## config.mk

```make
export PLATFORM = sky130hd
export DESIGN_NAME = hbi_top
export DESIGN_NICKNAME = d
export VERILOG_FILES = /design/src/rtl/hbi_pkg.sv /design/src/rtl/hbi_sync.sv /design/src/rtl/hbi_decode.sv /design/src/rtl/hbi_top.sv
export SDC_FILE = /design/constraint.sdc
export NUM_CORES = 1
export LEC_CHECK = 0
export ABC_AREA = 1
export BUFFER_PORTS_ARGS = -buffer_cell sky130_fd_sc_hd__buf_2
export CAP_MARGIN = 40
export CORE_ASPECT_RATIO = 1.5
export CORE_MARGIN = 4
export CORE_UTILIZATION = 40
export CTS_CLUSTER_SIZE = 40
export DETAILED_ROUTE_END_ITERATION = 7
export PLACE_DENSITY = 0.78
export SYNTH_ARGS = -nofsm -noshare
export SYNTH_HDL_FRONTEND = slang
export SYNTH_SLANG_ARGS = --single-unit
```

## constraint.sdc

```tcl
create_clock -name clk -period 2.7 [get_ports clk]
set_input_delay 0.27 -clock clk [delete_from_list [all_inputs] [get_ports clk]]
set_output_delay 0.27 -clock clk [all_outputs]
set_load 0.005 [all_outputs]
```

## src/rtl/hbi_pkg.sv

```systemverilog
// Shared constants and types for the H-bridge input control block
package hbi_pkg;

  // Control mode field encodings
  localparam logic [1:0] HBI_MODE_PHASE_ENABLE_MODE = 2'h0;
  localparam logic [1:0] HBI_MODE_PWM   = 2'h1;
  localparam logic [1:0] HBI_MODE_INDEP = 2'h2;
  localparam logic [1:0] HBI_MODE_OFF   = 2'h3;
  localparam logic [1:0] HBI_MODE_RESET = HBI_MODE_PWM;

  // Mode strap sense codes from the strap level detector
  localparam logic [1:0] HBI_STRAP_GND    = 2'h0;
  localparam logic [1:0] HBI_STRAP_RES    = 2'h1;
  localparam logic [1:0] HBI_STRAP_SUPPLY = 2'h2;

  // Register byte offsets
  localparam logic [3:0] HBI_OFS_CTRL_ONE   = 4'h0;
  localparam logic [3:0] HBI_OFS_CTRL_THREE = 4'h4;
  localparam logic [3:0] HBI_OFS_STATUS     = 4'h8;

  // Field positions
  localparam int HBI_CTRL1_MODE_LSB  = 0;
  localparam int HBI_CTRL3_FLOAT_A   = 0;
  localparam int HBI_CTRL3_FLOAT_B   = 1;
  localparam int HBI_ST_ACT_MODE_LSB = 0;
  localparam int HBI_ST_PEND_LSB     = 2;
  localparam int HBI_ST_IN_A         = 4;
  localparam int HBI_ST_IN_B         = 5;
  localparam int HBI_ST_SLEEP_LOW    = 6;
  localparam int HBI_ST_DISABLE      = 7;
  localparam int HBI_ST_FAULT_A      = 8;
  localparam int HBI_ST_FAULT_B      = 9;
  localparam int HBI_ST_AWAKE        = 10;
  localparam int HBI_ST_OE_A         = 11;
  localparam int HBI_ST_OE_B         = 12;

  // Reset values
  localparam logic       HBI_FLOAT_RESET = 1'b0;
  localparam logic [31:0] HBI_RDATA_IDLE = 32'h0000_0000;

  // Power sequencing states
  typedef enum logic [1:0] {
    HBI_PWR_WAIT,
    HBI_PWR_AWAKE,
    HBI_PWR_ASLEEP
  } hbi_pwr_t;

endpackage

```

## src/rtl/hbi_sync.sv

```systemverilog
// Two-stage synchroniser for a group of pin levels
`timescale 1ns/10ps
`default_nettype none
module hbi_sync
  import hbi_pkg::*;
#(
  parameter int WIDTH = 1
) (
  input  wire logic             clk,
  input  wire logic             reset,
  input  wire logic [WIDTH-1:0] async_in,
  output logic      [WIDTH-1:0] sync_out
);

  typedef struct packed {
    logic [WIDTH-1:0] meta;
    logic [WIDTH-1:0] sync;
  } hbi_sync_t;

  hbi_sync_t st_r;
  hbi_sync_t st_nxt;

  // First stage only feeds the second stage
  always_comb begin
    st_nxt      = st_r;
    st_nxt.meta = async_in;
    st_nxt.sync = st_r.meta;
  end

  always_ff @(posedge clk) begin
    if (reset) begin
      st_r <= '0;
    end else begin
      st_r <= st_nxt;
    end
  end

  assign sync_out = st_r.sync;

endmodule
`default_nettype wire

```

## src/rtl/hbi_decode.sv

```systemverilog
// Truth-table decode from logic inputs to bridge output drive
`timescale 1ns/10ps
`default_nettype none
module hbi_decode
  import hbi_pkg::*;
(
  input  wire logic [1:0] mode,
  input  wire logic       active,
  input  wire logic       in_a,
  input  wire logic       in_b,
  input  wire logic       fault_a,
  input  wire logic       fault_b,
  input  wire logic       float_a,
  input  wire logic       float_b,
  output logic            drv_a,
  output logic            oe_a,
  output logic            drv_b,
  output logic            oe_b
);

  // Pure level decode; outputs follow every input change
  always_comb begin
    drv_a = 1'b0;
    oe_a  = 1'b0;
    drv_b = 1'b0;
    oe_b  = 1'b0;
    if (active) begin
      case (mode)
        HBI_MODE_PHASE_ENABLE_MODE: begin
          oe_a  = 1'b1;
          oe_b  = 1'b1;
          drv_a = !in_a || in_b;
          drv_b = !in_a || !in_b;
        end
        HBI_MODE_PWM: begin
          oe_a  = in_a || in_b;
          oe_b  = in_a || in_b;
          drv_a = in_a;
          drv_b = in_b;
        end
        HBI_MODE_INDEP: begin
          // Each half keeps running while the other is faulted or floated
          oe_a  = !fault_a && !float_a;
          oe_b  = !fault_b && !float_b;
          drv_a = in_a;
          drv_b = in_b;
        end
        default: begin
          oe_a = 1'b0;
          oe_b = 1'b0;
        end
      endcase
      // Outside independent mode a fault in either half stops the bridge
      if (mode != HBI_MODE_INDEP && (fault_a || fault_b)) begin
        oe_a = 1'b0;
        oe_b = 1'b0;
      end
    end
    if (!oe_a) begin
      drv_a = 1'b0;
    end
    if (!oe_b) begin
      drv_b = 1'b0;
    end
  end

endmodule
`default_nettype wire

```

## src/rtl/hbi_top.sv

```systemverilog
// H-bridge input control: mode selection, latching, output decode, register slave
`timescale 1ns/10ps
`default_nettype none
//////////////////////////////////////////////////////////////////////////////
// Contract
// - Mode field 00/01/10 selects PE/PWM/independent
// - Mode 11 ignores inputs, floats both outputs
// - Strap ground/supply/resistor picks PE/PWM/independent
// - Strap captured at power-up, sleep exit only
// - Written mode applied on disable falling edge
// - Sleep low or disable high floats outputs
// - Phase/enable truth table
// - PWM truth table
// - Independent mode: each output follows input
// - Independent fault floats only faulted half
// - Float bits force output high-impedance in independent mode only
// - Float bits exist only in register variant
// - Outputs follow static or PWM inputs
module hbi_top
  import hbi_pkg::*;
#(
  parameter logic REG_VARIANT = 1'b1
) (
  input  wire logic        clk,
  input  wire logic        reset,
  input  wire logic        sleep_request_low,
  input  wire logic        disable_in,
  input  wire logic        logic_input_a,
  input  wire logic        logic_input_b,
  input  wire logic        overcurrent_fault_a,
  input  wire logic        overcurrent_fault_b,
  input  wire logic        internal_logic_supply,
  input  wire logic [1:0]  mode_strap_sense,
  input  wire logic [3:0]  avs_address,
  input  wire logic        avs_read,
  input  wire logic        avs_write,
  input  wire logic [31:0] avs_writedata,
  input  wire logic [3:0]  avs_byteenable,
  output logic      [31:0] avs_readdata,
  output logic             avs_waitrequest,
  output logic             bridge_output_a,
  output logic             bridge_output_a_oe,
  output logic             bridge_output_b,
  output logic             bridge_output_b_oe
);

  //////////////////////////////////////////////////////////////////////////
  // State record

  typedef struct packed {
    hbi_pwr_t    pwr;
    logic [1:0]  pend_mode;
    logic [1:0]  act_mode;
    logic        float_a;
    logic        float_b;
    logic        dis_prev;
    logic        waitreq;
    logic [31:0] rdata;
    logic        out_a;
    logic        out_a_oe;
    logic        out_b;
    logic        out_b_oe;
  } hbi_top_t;

  hbi_top_t st_r;
  hbi_top_t st_nxt;

  //////////////////////////////////////////////////////////////////////////
  // Pin synchronisers

  localparam int SYNC_W = 9;

  logic [SYNC_W-1:0] pins_async;
  logic [SYNC_W-1:0] pins_sync;
  logic              sleep_low_s;
  logic              disable_s;
  logic              in_a_s;
  logic              in_b_s;
  logic              fault_a_s;
  logic              fault_b_s;
  logic              supply_s;
  logic [1:0]        strap_s;

  // All pins share one synchroniser bank; strap bits may skew by a cycle
  assign pins_async = {mode_strap_sense, internal_logic_supply, overcurrent_fault_b,
                       overcurrent_fault_a, logic_input_b, logic_input_a, disable_in,
                       sleep_request_low};

  hbi_sync #(
    .WIDTH (SYNC_W)
  ) u_sync (
    .clk      (clk),
    .reset    (reset),
    .async_in (pins_async),
    .sync_out (pins_sync)
  );

  // Named views of the synchronised pins
  assign sleep_low_s = pins_sync[0];
  assign disable_s   = pins_sync[1];
  assign in_a_s      = pins_sync[2];
  assign in_b_s      = pins_sync[3];
  assign fault_a_s   = pins_sync[4];
  assign fault_b_s   = pins_sync[5];
  assign supply_s    = pins_sync[6];
  assign strap_s     = pins_sync[8:7];

  //////////////////////////////////////////////////////////////////////////
  // Output decode

  logic dec_drv_a;
  logic dec_oe_a;
  logic dec_drv_b;
  logic dec_oe_b;
  logic bridge_active;
  logic float_a_eff;
  logic float_b_eff;

  // Active only when awake, sleep released and disable low
  assign bridge_active = (st_r.pwr == HBI_PWR_AWAKE) && sleep_low_s && !disable_s;

  // The strap variant has no per-half float control at all
  assign float_a_eff = REG_VARIANT && st_r.float_a;
  assign float_b_eff = REG_VARIANT && st_r.float_b;

  hbi_decode u_decode (
    .mode    (st_r.act_mode),
    .active  (bridge_active),
    .in_a    (in_a_s),
    .in_b    (in_b_s),
    .fault_a (fault_a_s),
    .fault_b (fault_b_s),
    .float_a (float_a_eff),
    .float_b (float_b_eff),
    .drv_a   (dec_drv_a),
    .oe_a    (dec_oe_a),
    .drv_b   (dec_drv_b),
    .oe_b    (dec_oe_b)
  );

  //////////////////////////////////////////////////////////////////////////
  // Strap decode

  logic [1:0] strap_mode;

  // Unknown detector code falls back to PWM, the same as the reset mode
  always_comb begin
    if (strap_s == HBI_STRAP_GND) begin
      strap_mode = HBI_MODE_PHASE_ENABLE_MODE;
    end else if (strap_s == HBI_STRAP_RES) begin
      strap_mode = HBI_MODE_INDEP;
    end else if (strap_s == HBI_STRAP_SUPPLY) begin
      strap_mode = HBI_MODE_PWM;
    end else begin
      strap_mode = HBI_MODE_PWM;
    end
  end

  //////////////////////////////////////////////////////////////////////////
  // Bus access qualifiers

  logic       bus_req;
  logic       bus_commit;
  logic       wr_commit;
  logic [3:0] word_addr;

  // Request is seen while waitrequest is high, committed when it is low
  assign bus_req    = avs_read || avs_write;
  assign bus_commit = bus_req && !st_r.waitreq;
  assign wr_commit  = avs_write && !st_r.waitreq && avs_byteenable[0];
  assign word_addr  = {avs_address[3:2], 2'b00};

  //////////////////////////////////////////////////////////////////////////
  // Read mux

  logic [31:0] rd_value;

  // Unmapped offsets read as zero
  always_comb begin
    rd_value = HBI_RDATA_IDLE;
    if (word_addr == HBI_OFS_CTRL_ONE) begin
      if (REG_VARIANT) begin
        rd_value[HBI_CTRL1_MODE_LSB +: 2] = st_r.pend_mode;
      end
    end else if (word_addr == HBI_OFS_CTRL_THREE) begin
      if (REG_VARIANT) begin
        rd_value[HBI_CTRL3_FLOAT_A] = st_r.float_a;
        rd_value[HBI_CTRL3_FLOAT_B] = st_r.float_b;
      end
    end else if (word_addr == HBI_OFS_STATUS) begin
      rd_value[HBI_ST_ACT_MODE_LSB +: 2] = st_r.act_mode;
      rd_value[HBI_ST_PEND_LSB +: 2]     = st_r.pend_mode;
      rd_value[HBI_ST_IN_A]              = in_a_s;
      rd_value[HBI_ST_IN_B]              = in_b_s;
      rd_value[HBI_ST_SLEEP_LOW]         = sleep_low_s;
      rd_value[HBI_ST_DISABLE]           = disable_s;
      rd_value[HBI_ST_FAULT_A]           = fault_a_s;
      rd_value[HBI_ST_FAULT_B]           = fault_b_s;
      rd_value[HBI_ST_AWAKE]             = (st_r.pwr == HBI_PWR_AWAKE);
      rd_value[HBI_ST_OE_A]              = st_r.out_a_oe;
      rd_value[HBI_ST_OE_B]              = st_r.out_b_oe;
    end
  end

  //////////////////////////////////////////////////////////////////////////
  // Next-state logic

  logic dis_fall;
  logic strap_capture;

  // Edge seen on the synchronised disable level
  assign dis_fall = st_r.dis_prev && !disable_s;

  always_comb begin
    st_nxt        = st_r;
    strap_capture = 1'b0;

    st_nxt.dis_prev = disable_s;

    // Power sequencing: supply and sleep release first, then strap latch on the same edge as awake
    case (st_r.pwr)
      HBI_PWR_WAIT: begin
        if (supply_s && sleep_low_s) begin
          strap_capture = 1'b1;
          st_nxt.pwr    = HBI_PWR_AWAKE;
        end
      end
      HBI_PWR_AWAKE: begin
        if (!supply_s) begin
          st_nxt.pwr = HBI_PWR_WAIT;
        end else if (!sleep_low_s) begin
          st_nxt.pwr = HBI_PWR_ASLEEP;
        end
      end
      HBI_PWR_ASLEEP: begin
        if (!supply_s) begin
          st_nxt.pwr = HBI_PWR_WAIT;
        end else if (sleep_low_s) begin
          strap_capture = 1'b1;
          st_nxt.pwr    = HBI_PWR_AWAKE;
        end
      end
      default: begin
        st_nxt.pwr = HBI_PWR_WAIT;
      end
    endcase

    // Active mode moves only at its latch event, never on a raw write
    if (REG_VARIANT) begin
      if (dis_fall) begin
        st_nxt.act_mode = st_r.pend_mode;
      end
    end else if (strap_capture) begin
      st_nxt.act_mode = strap_mode;
    end

    // Register writes land at the edge where waitrequest is sampled low
    if (wr_commit && REG_VARIANT) begin
      if (word_addr == HBI_OFS_CTRL_ONE) begin
        st_nxt.pend_mode = avs_writedata[HBI_CTRL1_MODE_LSB +: 2];
      end else if (word_addr == HBI_OFS_CTRL_THREE) begin
        st_nxt.float_a = avs_writedata[HBI_CTRL3_FLOAT_A];
        st_nxt.float_b = avs_writedata[HBI_CTRL3_FLOAT_B];
      end
    end

    // One wait cycle per access; keeps read data stable for the commit edge
    if (bus_commit) begin
      st_nxt.waitreq = 1'b1;
    end else if (bus_req) begin
      st_nxt.waitreq = 1'b0;
      st_nxt.rdata   = rd_value;
    end else begin
      st_nxt.waitreq = 1'b1;
    end

    // Outputs registered so pins never glitch on decode hazards
    st_nxt.out_a    = dec_drv_a;
    st_nxt.out_a_oe = dec_oe_a;
    st_nxt.out_b    = dec_drv_b;
    st_nxt.out_b_oe = dec_oe_b;
  end

  //////////////////////////////////////////////////////////////////////////
  // State register

  always_ff @(posedge clk) begin
    if (reset) begin
      st_r           <= '0;
      st_r.pwr       <= HBI_PWR_WAIT;
      st_r.pend_mode <= HBI_MODE_RESET;
      st_r.act_mode  <= HBI_MODE_RESET;
      st_r.float_a   <= HBI_FLOAT_RESET;
      st_r.float_b   <= HBI_FLOAT_RESET;
      st_r.waitreq   <= 1'b1;
      st_r.rdata     <= HBI_RDATA_IDLE;
    end else begin
      st_r <= st_nxt;
    end
  end

  //////////////////////////////////////////////////////////////////////////
  // Outputs, each straight from a flip-flop

  assign avs_readdata       = st_r.rdata;
  assign avs_waitrequest    = st_r.waitreq;
  assign bridge_output_a    = st_r.out_a;
  assign bridge_output_a_oe = st_r.out_a_oe;
  assign bridge_output_b    = st_r.out_b;
  assign bridge_output_b_oe = st_r.out_b_oe;

endmodule
`default_nettype wire

```

==> results.tsv, run 1 <==
metric	value	unit
status	finished clean	
layout.nets	311	
timing.rr.end	bridge_output_a	
dieWidth	63.9	um
antenna_found_initial	0	
crit_chain	inv_1, ha_1, nand2_1, inv_1, o21ai_0, nor2_2	
diodes	0	
cp.arrival	1.51	ns
placedInstanceArea	1870	sq um
cts_tree	done	
worstPathMaxFanout	4	
cp-start-kind	flip-flop	
grt_max_degree	22	
cp_data_required_time	2.88	ns
initial_core_util	41.2	%
layout_min_cycle_time	1.33	ns
core	4540	sq um
hold_class	input port to flip-flop	
critPathKind	flip-flop to flip-flop	
finalMaxSlewViolations	0	
drive_gt1_share	22.7	%
maxCapViolations	0	
grt_use_total	10.7	%
ant_nets	0	
ys_seq_area_share	43.8	%
finalCritPeriodShare	49.2	%
portBuffers	33	
grt_setup_unrepaired	false	
place_congestion	0.778	
drc_errors	0	
p_leak	0.978	nW
clk_latency	0.29	ns
drt-initial-drc-count	43	
cts_made_buffers	5	
dieHeight	91.8	um
cts.htree.levels	2	
final-setup-viol-count	0	
grt_pass1_vias	1190	
path_delay_family	flip-flops	
fmax	0.753	GHz
postSynthCellCount	235	
ys_types	21	
grt_pass1_wl	4890	um
final_hold_viol_count	0	
overflow	0	
syn-mean-instance-area	7.97	sq um
ctsHoldBuffers	0	
regToRegSetupSlack	1.37	ns
ios	90	
cts_resized	0	
die_area	5860	sq um
critPathSlowestCell	dfxtp_1	
netlist_area	1870	sq um
drt-pass1-iter-count	4	
hold_path_depth	3	
nFillCells	475	
area_delta_synth_final	6.08	%
postCtsSetupBuffers	0	
std_cell_rows	30	
critPathBufInv	2	
dpl.hpwl	2210	um
timing.clock.skew	0.00488	ns
clk_pin_slew	0.08	ns
reg2reg_depth	6	
ys_ff_latch	41	
drt-wirelength-per-cell	8.80	um
root_buffer	clkbuf_8	
design_area	1990	sq um
regToRegStartpoint	st_r[40]	
vias_per_cell	4.14	
ys_warn_count	0	
wl	2810	um
fin_ws	1.37	ns
num_vias	1322	
dp_worst_setup_slack	1.41	ns
ir_drop	0.000369	V
hp-start	sleep_request_low	
clockBufferDepth	2	
clock-sinks	41	
critical_path.max_stage_delay	0.38	ns
crit_path_end_kind	flip-flop	
finalSetupTns	0	ns
power_density	606	nW/um^2
cpMostUsedCell	inv_1	
holdPathEnd	u_sync.st_nxt[0]	
[cell type report]
class                      instances  area (sq um)  share of cell area, %
tap                               64          80.1                   4.03
multi-input combinational        141           683                   34.4
clock inverter                     3          46.3                   2.33
inverter                          32           123                   6.17
clock buffer                       5          68.8                   3.46
sequential                        41           821                   41.3
timing repair buffer              33           165                   8.31
[stage by stage]
| stage | instances | hold slack, ns | power, mW | util (%) |
|---|---|---|---|---|
| 4_1_cts | 319 | 0.165 | 1.22 | 43.7 |
| 3_3_place_gp | 311 | 0.390 | 0.734 | 41.2 |
| 6_report | 319 | 0.173 | 1.20 | 43.7 |
| 2_1_floorplan | 253 | 0.377 | 0.744 | - |
| 3_5_place_dp | 311 | 0.393 | 0.736 | 41.2 |
| 5_1_grt | 319 | 0.171 | 1.26 | 43.7 |
[sequential cells by signal (all words and copies together), names as in the netlist]
name and flops:
avs_readdata 13, st_r 7, u_sync.st_nxt 7, u_sync.sync_out 7, avs_waitrequest 1, bridge_output_a 1
bridge_output_a_oe 1, bridge_output_b 1, bridge_output_b_oe 1, float_a_eff 1, float_b_eff 1
[logic make-up (layout without fill, tap and decap cells)]
| group | after synthesis | in the layout | synth area share, % |
|---|---|---|---|
| compound gates | 27 | 27 | 9.62 |
| simple gates | 91 | 91 | 20.4 |
| buf+inv | 71 | 73 | 23.3 |
| fa+ha+maj | 4 | 4 | 2.67 |
| other cells | 1 | 19 | 0.200 |
| flops | 41 | 41 | 43.8 |
[layer usage]
metal	GRT usage [%]	up-vias	wire length [um]
met2	19.6	42	1480
met4	7.03	0	78
met3	2.70	4	204
li1	-	701	-
met1	10.1	575	1040
met5	0	-	0
[worst reg2reg max path, cell delays in order, from the launching register on]
cell and delay (ns):
dfxtp_1 0.38, inv_1 0.09, ha_1 0.31, nand2_1 0.07, inv_1 0.04, o21ai_0 0.26, nor2_2 0.07
[report_power, final]
| group | internal [mW] | switching (mW) |
|---|---|---|
| Clock | 0.276 | 0.207 |
| Combinational | 0.0301 | 0.0588 |
| Sequential | 0.622 | 0.0101 |
| Total | 0.928 | 0.275 |
[worst max path at each step]
| stage | from | cells past startpoint | endpoint | slack [ns] |
|---|---|---|---|---|
| 2_1_floorplan | st_r[40] | 6 | bridge_output_a | 1.54 |
| 3_3_place_gp | st_r[40] | 6 | bridge_output_a | 1.43 |
| 3_5_place_dp | st_r[40] | 6 | bridge_output_a | 1.41 |
| 4_1_cts | st_r[40] | 6 | bridge_output_a | 1.36 |
| 5_1_grt | st_r[40] | 6 | bridge_output_a | 1.28 |
| 6_report | st_r[40] | 6 | bridge_output_a | 1.37 |
[cells in the mapped netlist]
master,n,area share [%]
a21oi_1,3,0.80
buf_12,1,1.1
buf_2,1,0.27
buf_4,34,14
buf_6,3,1.8
clkinv_1,1,0.20
conb_1,1,0.20
dfxtp_1,41,44
ha_1,4,2.7
inv_1,29,5.8
inv_2,1,0.20
inv_4,1,0.33
nand2_1,32,6.4
nand2_4,1,0.60
nand3_1,18,4.8
nor2_1,36,7.2
nor2_2,4,1.3
o21ai_0,12,3.2
o21ai_1,2,0.53
o21ai_2,9,4.2
o21ai_4,1,0.87
[cells in the final DEF, fill, tap and decap left out]
cell and count:
o21ai_2 9, nor2_2 4, bufinv_16 1, nand3_1 18, nand2_1 32, nand2_4 1, conb_1 19, clkbuf_8 5
nor2_1 36, buf_2 33, clkinv_4 1, a21oi_1 3, clkinvlp_4 1, ha_1 4, o21ai_4 1, inv_2 1
clkinv_1 1, o21ai_1 2, o21ai_0 12, inv_4 1, inv_1 29, dfxtp_1 41
Power figures use the tool's default switching activity.
==> run 2: changes to the inputs <==
- clock period: 2.7 -> 1.3 ns (I/O delays scaled with it)
==> results.tsv, run 2 (synthesis gave the netlist of run 1 again) <==
metric	value	unit
status	finished clean	
finalSetupTns	0	ns
drive_gt1_share	23.0	%
grt_pass1_vias	1102	
grt_setup_unrepaired	false	
largest_reg_flops	13	
p_seq_share	52.3	%
drt-initial-drc-count	71	
crit_path_end_kind	flip-flop	
cts_made_buffers	5	
wl	2820	um
initial_core_util	41.2	%
cp-start-kind	flip-flop	
ir_drop	0.000753	V
holdPathEnd	u_sync.st_nxt[4]	
p_int	1.93	mW
combPwrFrac	7.5	%
cpMostUsedCell	inv_1	
pwr-share-clk	40.2	%
place_congestion	0.744	
grt_max_degree	22	
p_sw_share	23.0	%
drt-pass1-iter-count	4	
crit_chain	inv_1, ha_1, nand2_1, inv_1, o21ai_1, nor2_2	
layout_common_cells	dfxtp_1, nor2_1, buf_2	
area_delta_synth_final	6.48	%
vias_per_cell	4.03	
ios	90	
dieWidth	63.9	um
dieHeight	91.8	um
final_hold_viol_count	0	
hp-start	overcurrent_fault_a	
multi_input_area	683	sq um
power_density	1260	nW/um^2
maxCapViolations	0	
layout.nets	312	
timing.clock.skew	0.00277	ns
regToRegSetupSlack	0.08	ns
ant_nets	0	
finalMaxSlewViolations	0	
layout_commonest_cell	dfxtp_1	
root_buffer	clkbuf_8	
dpl.hpwl	2220	um
grt_use_total	10.2	%
clk_latency	0.29	ns
clockBufferDepth	2	
drc_errors	0	
final-setup-viol-count	0	
ctsHoldBuffers	0	
cts_tree	done	
timing.rr.end	bridge_output_a	
regToRegStartpoint	st_r[40]	
nFillCells	457	
clock-sinks	41	
critPathBufInv	2	
p_leak	0.983	nW
hold_path_depth	3	
cp.arrival	1.41	ns
critical_path.max_stage_delay	0.38	ns
fmax	0.818	GHz
critPathSlowestCell	dfxtp_1	
cts.htree.levels	2	
cp_data_required_time	1.49	ns
reg2reg_depth	6	
num_vias	1289	
finalCritPeriodShare	94.1	%
worstPathMaxFanout	4	
hold_class	input port to flip-flop	
diodes	0	
core	4540	sq um
finish.utilization	43.9	%
final-seq-area	821	sq um
path_delay_family	flip-flops	
std_cell_rows	30	
power.switching	0.576	mW
clk_pin_slew	0.08	ns
die_area	5860	sq um
drt-wirelength-per-cell	8.82	um
portBuffers	33	
layout_min_cycle_time	1.22	ns
grt_pass1_wl	4660	um
overflow	0	
critPathKind	flip-flop to flip-flop	
antenna_found_initial	0	
run 2: changes by cell type in the layout (fill, tap and decap cells not counted):
cell / change
o21ai_1: +2
o21ai_0: -2
buf_4: +1
run 2: worst max-delay path by stage:
stage	from	endpoint	slack, ns	cells past startpoint
floorplan	st_r[40]	bridge_output_a	0.14	6
global placement	st_r[40]	bridge_output_a	0.03	6
detailed placement	st_r[40]	bridge_output_a	0.03	6
CTS	st_r[40]	bridge_output_a	0.06	6
global route	st_r[40]	bridge_output_a	0.01	6
finish	st_r[40]	bridge_output_a	0.08	6
run 2: routing by layer:
layer / part of all wire (%) / global-route usage, % / up-vias
met3: 7.3 / 2.21 / 4
met4: 3.2 / 7.57 / 0
met1: 38 / 10.3 / 544
met2: 52 / 17.9 / 39
li1: - / - / 702
met5: 0 / 0 / -
run 2: power groups by stage:
stage / logic, mW / clock network [mW] / registers [mW]
6_report: 0.188 / 1.01 / 1.31
5_1_grt: 0.218 / 1.08 / 1.32
4_1_cts: 0.190 / 1.03 / 1.31
3_5_place_dp: 0.189 / 0 / 1.34
3_3_place_gp: 0.185 / 0 / 1.34
2_1_floorplan: 0.208 / 0 / 1.34
run 2: per-stage QoR:
| stage | power [mW] | cell area, sq um | setup slack (ns) | hold WS (ns) | instances |
|---|---|---|---|---|---|
| after floorplan | 1.55 | 1940 | 0.143 | 0.237 | 253 |
| after global placement | 1.53 | 1880 | 0.0317 | 0.338 | 312 |
| after detailed placement | 1.53 | 1880 | 0.0263 | 0.339 | 312 |
| after CTS | 2.53 | 1990 | 0.0637 | 0.0278 | 320 |
| after global routing | 2.61 | 1990 | 0.0126 | 0.0356 | 320 |
| final | 2.51 | 1990 | 0.0772 | 0.0365 | 320 |
run 2: final cells by class:
type	instances	area share (%)
clock buffer	5	3.45
clock inverter	3	2.32
inverter	32	6.15
timing repair buffer	34	8.66
tap	64	4.02
sequential	41	41.2
multi-input combinational	141	34.3
run 2: what timing repair did:
action	CTS	global route
endpoints found under the setup margin	1	1
buffers inserted	0	0
resized for setup	1	1
gates cloned	0	0
run 2: worst min-delay path: stages:
cell    delay [ns]
buf_2         0.07
inv_1         0.03
nor2_1        0.06
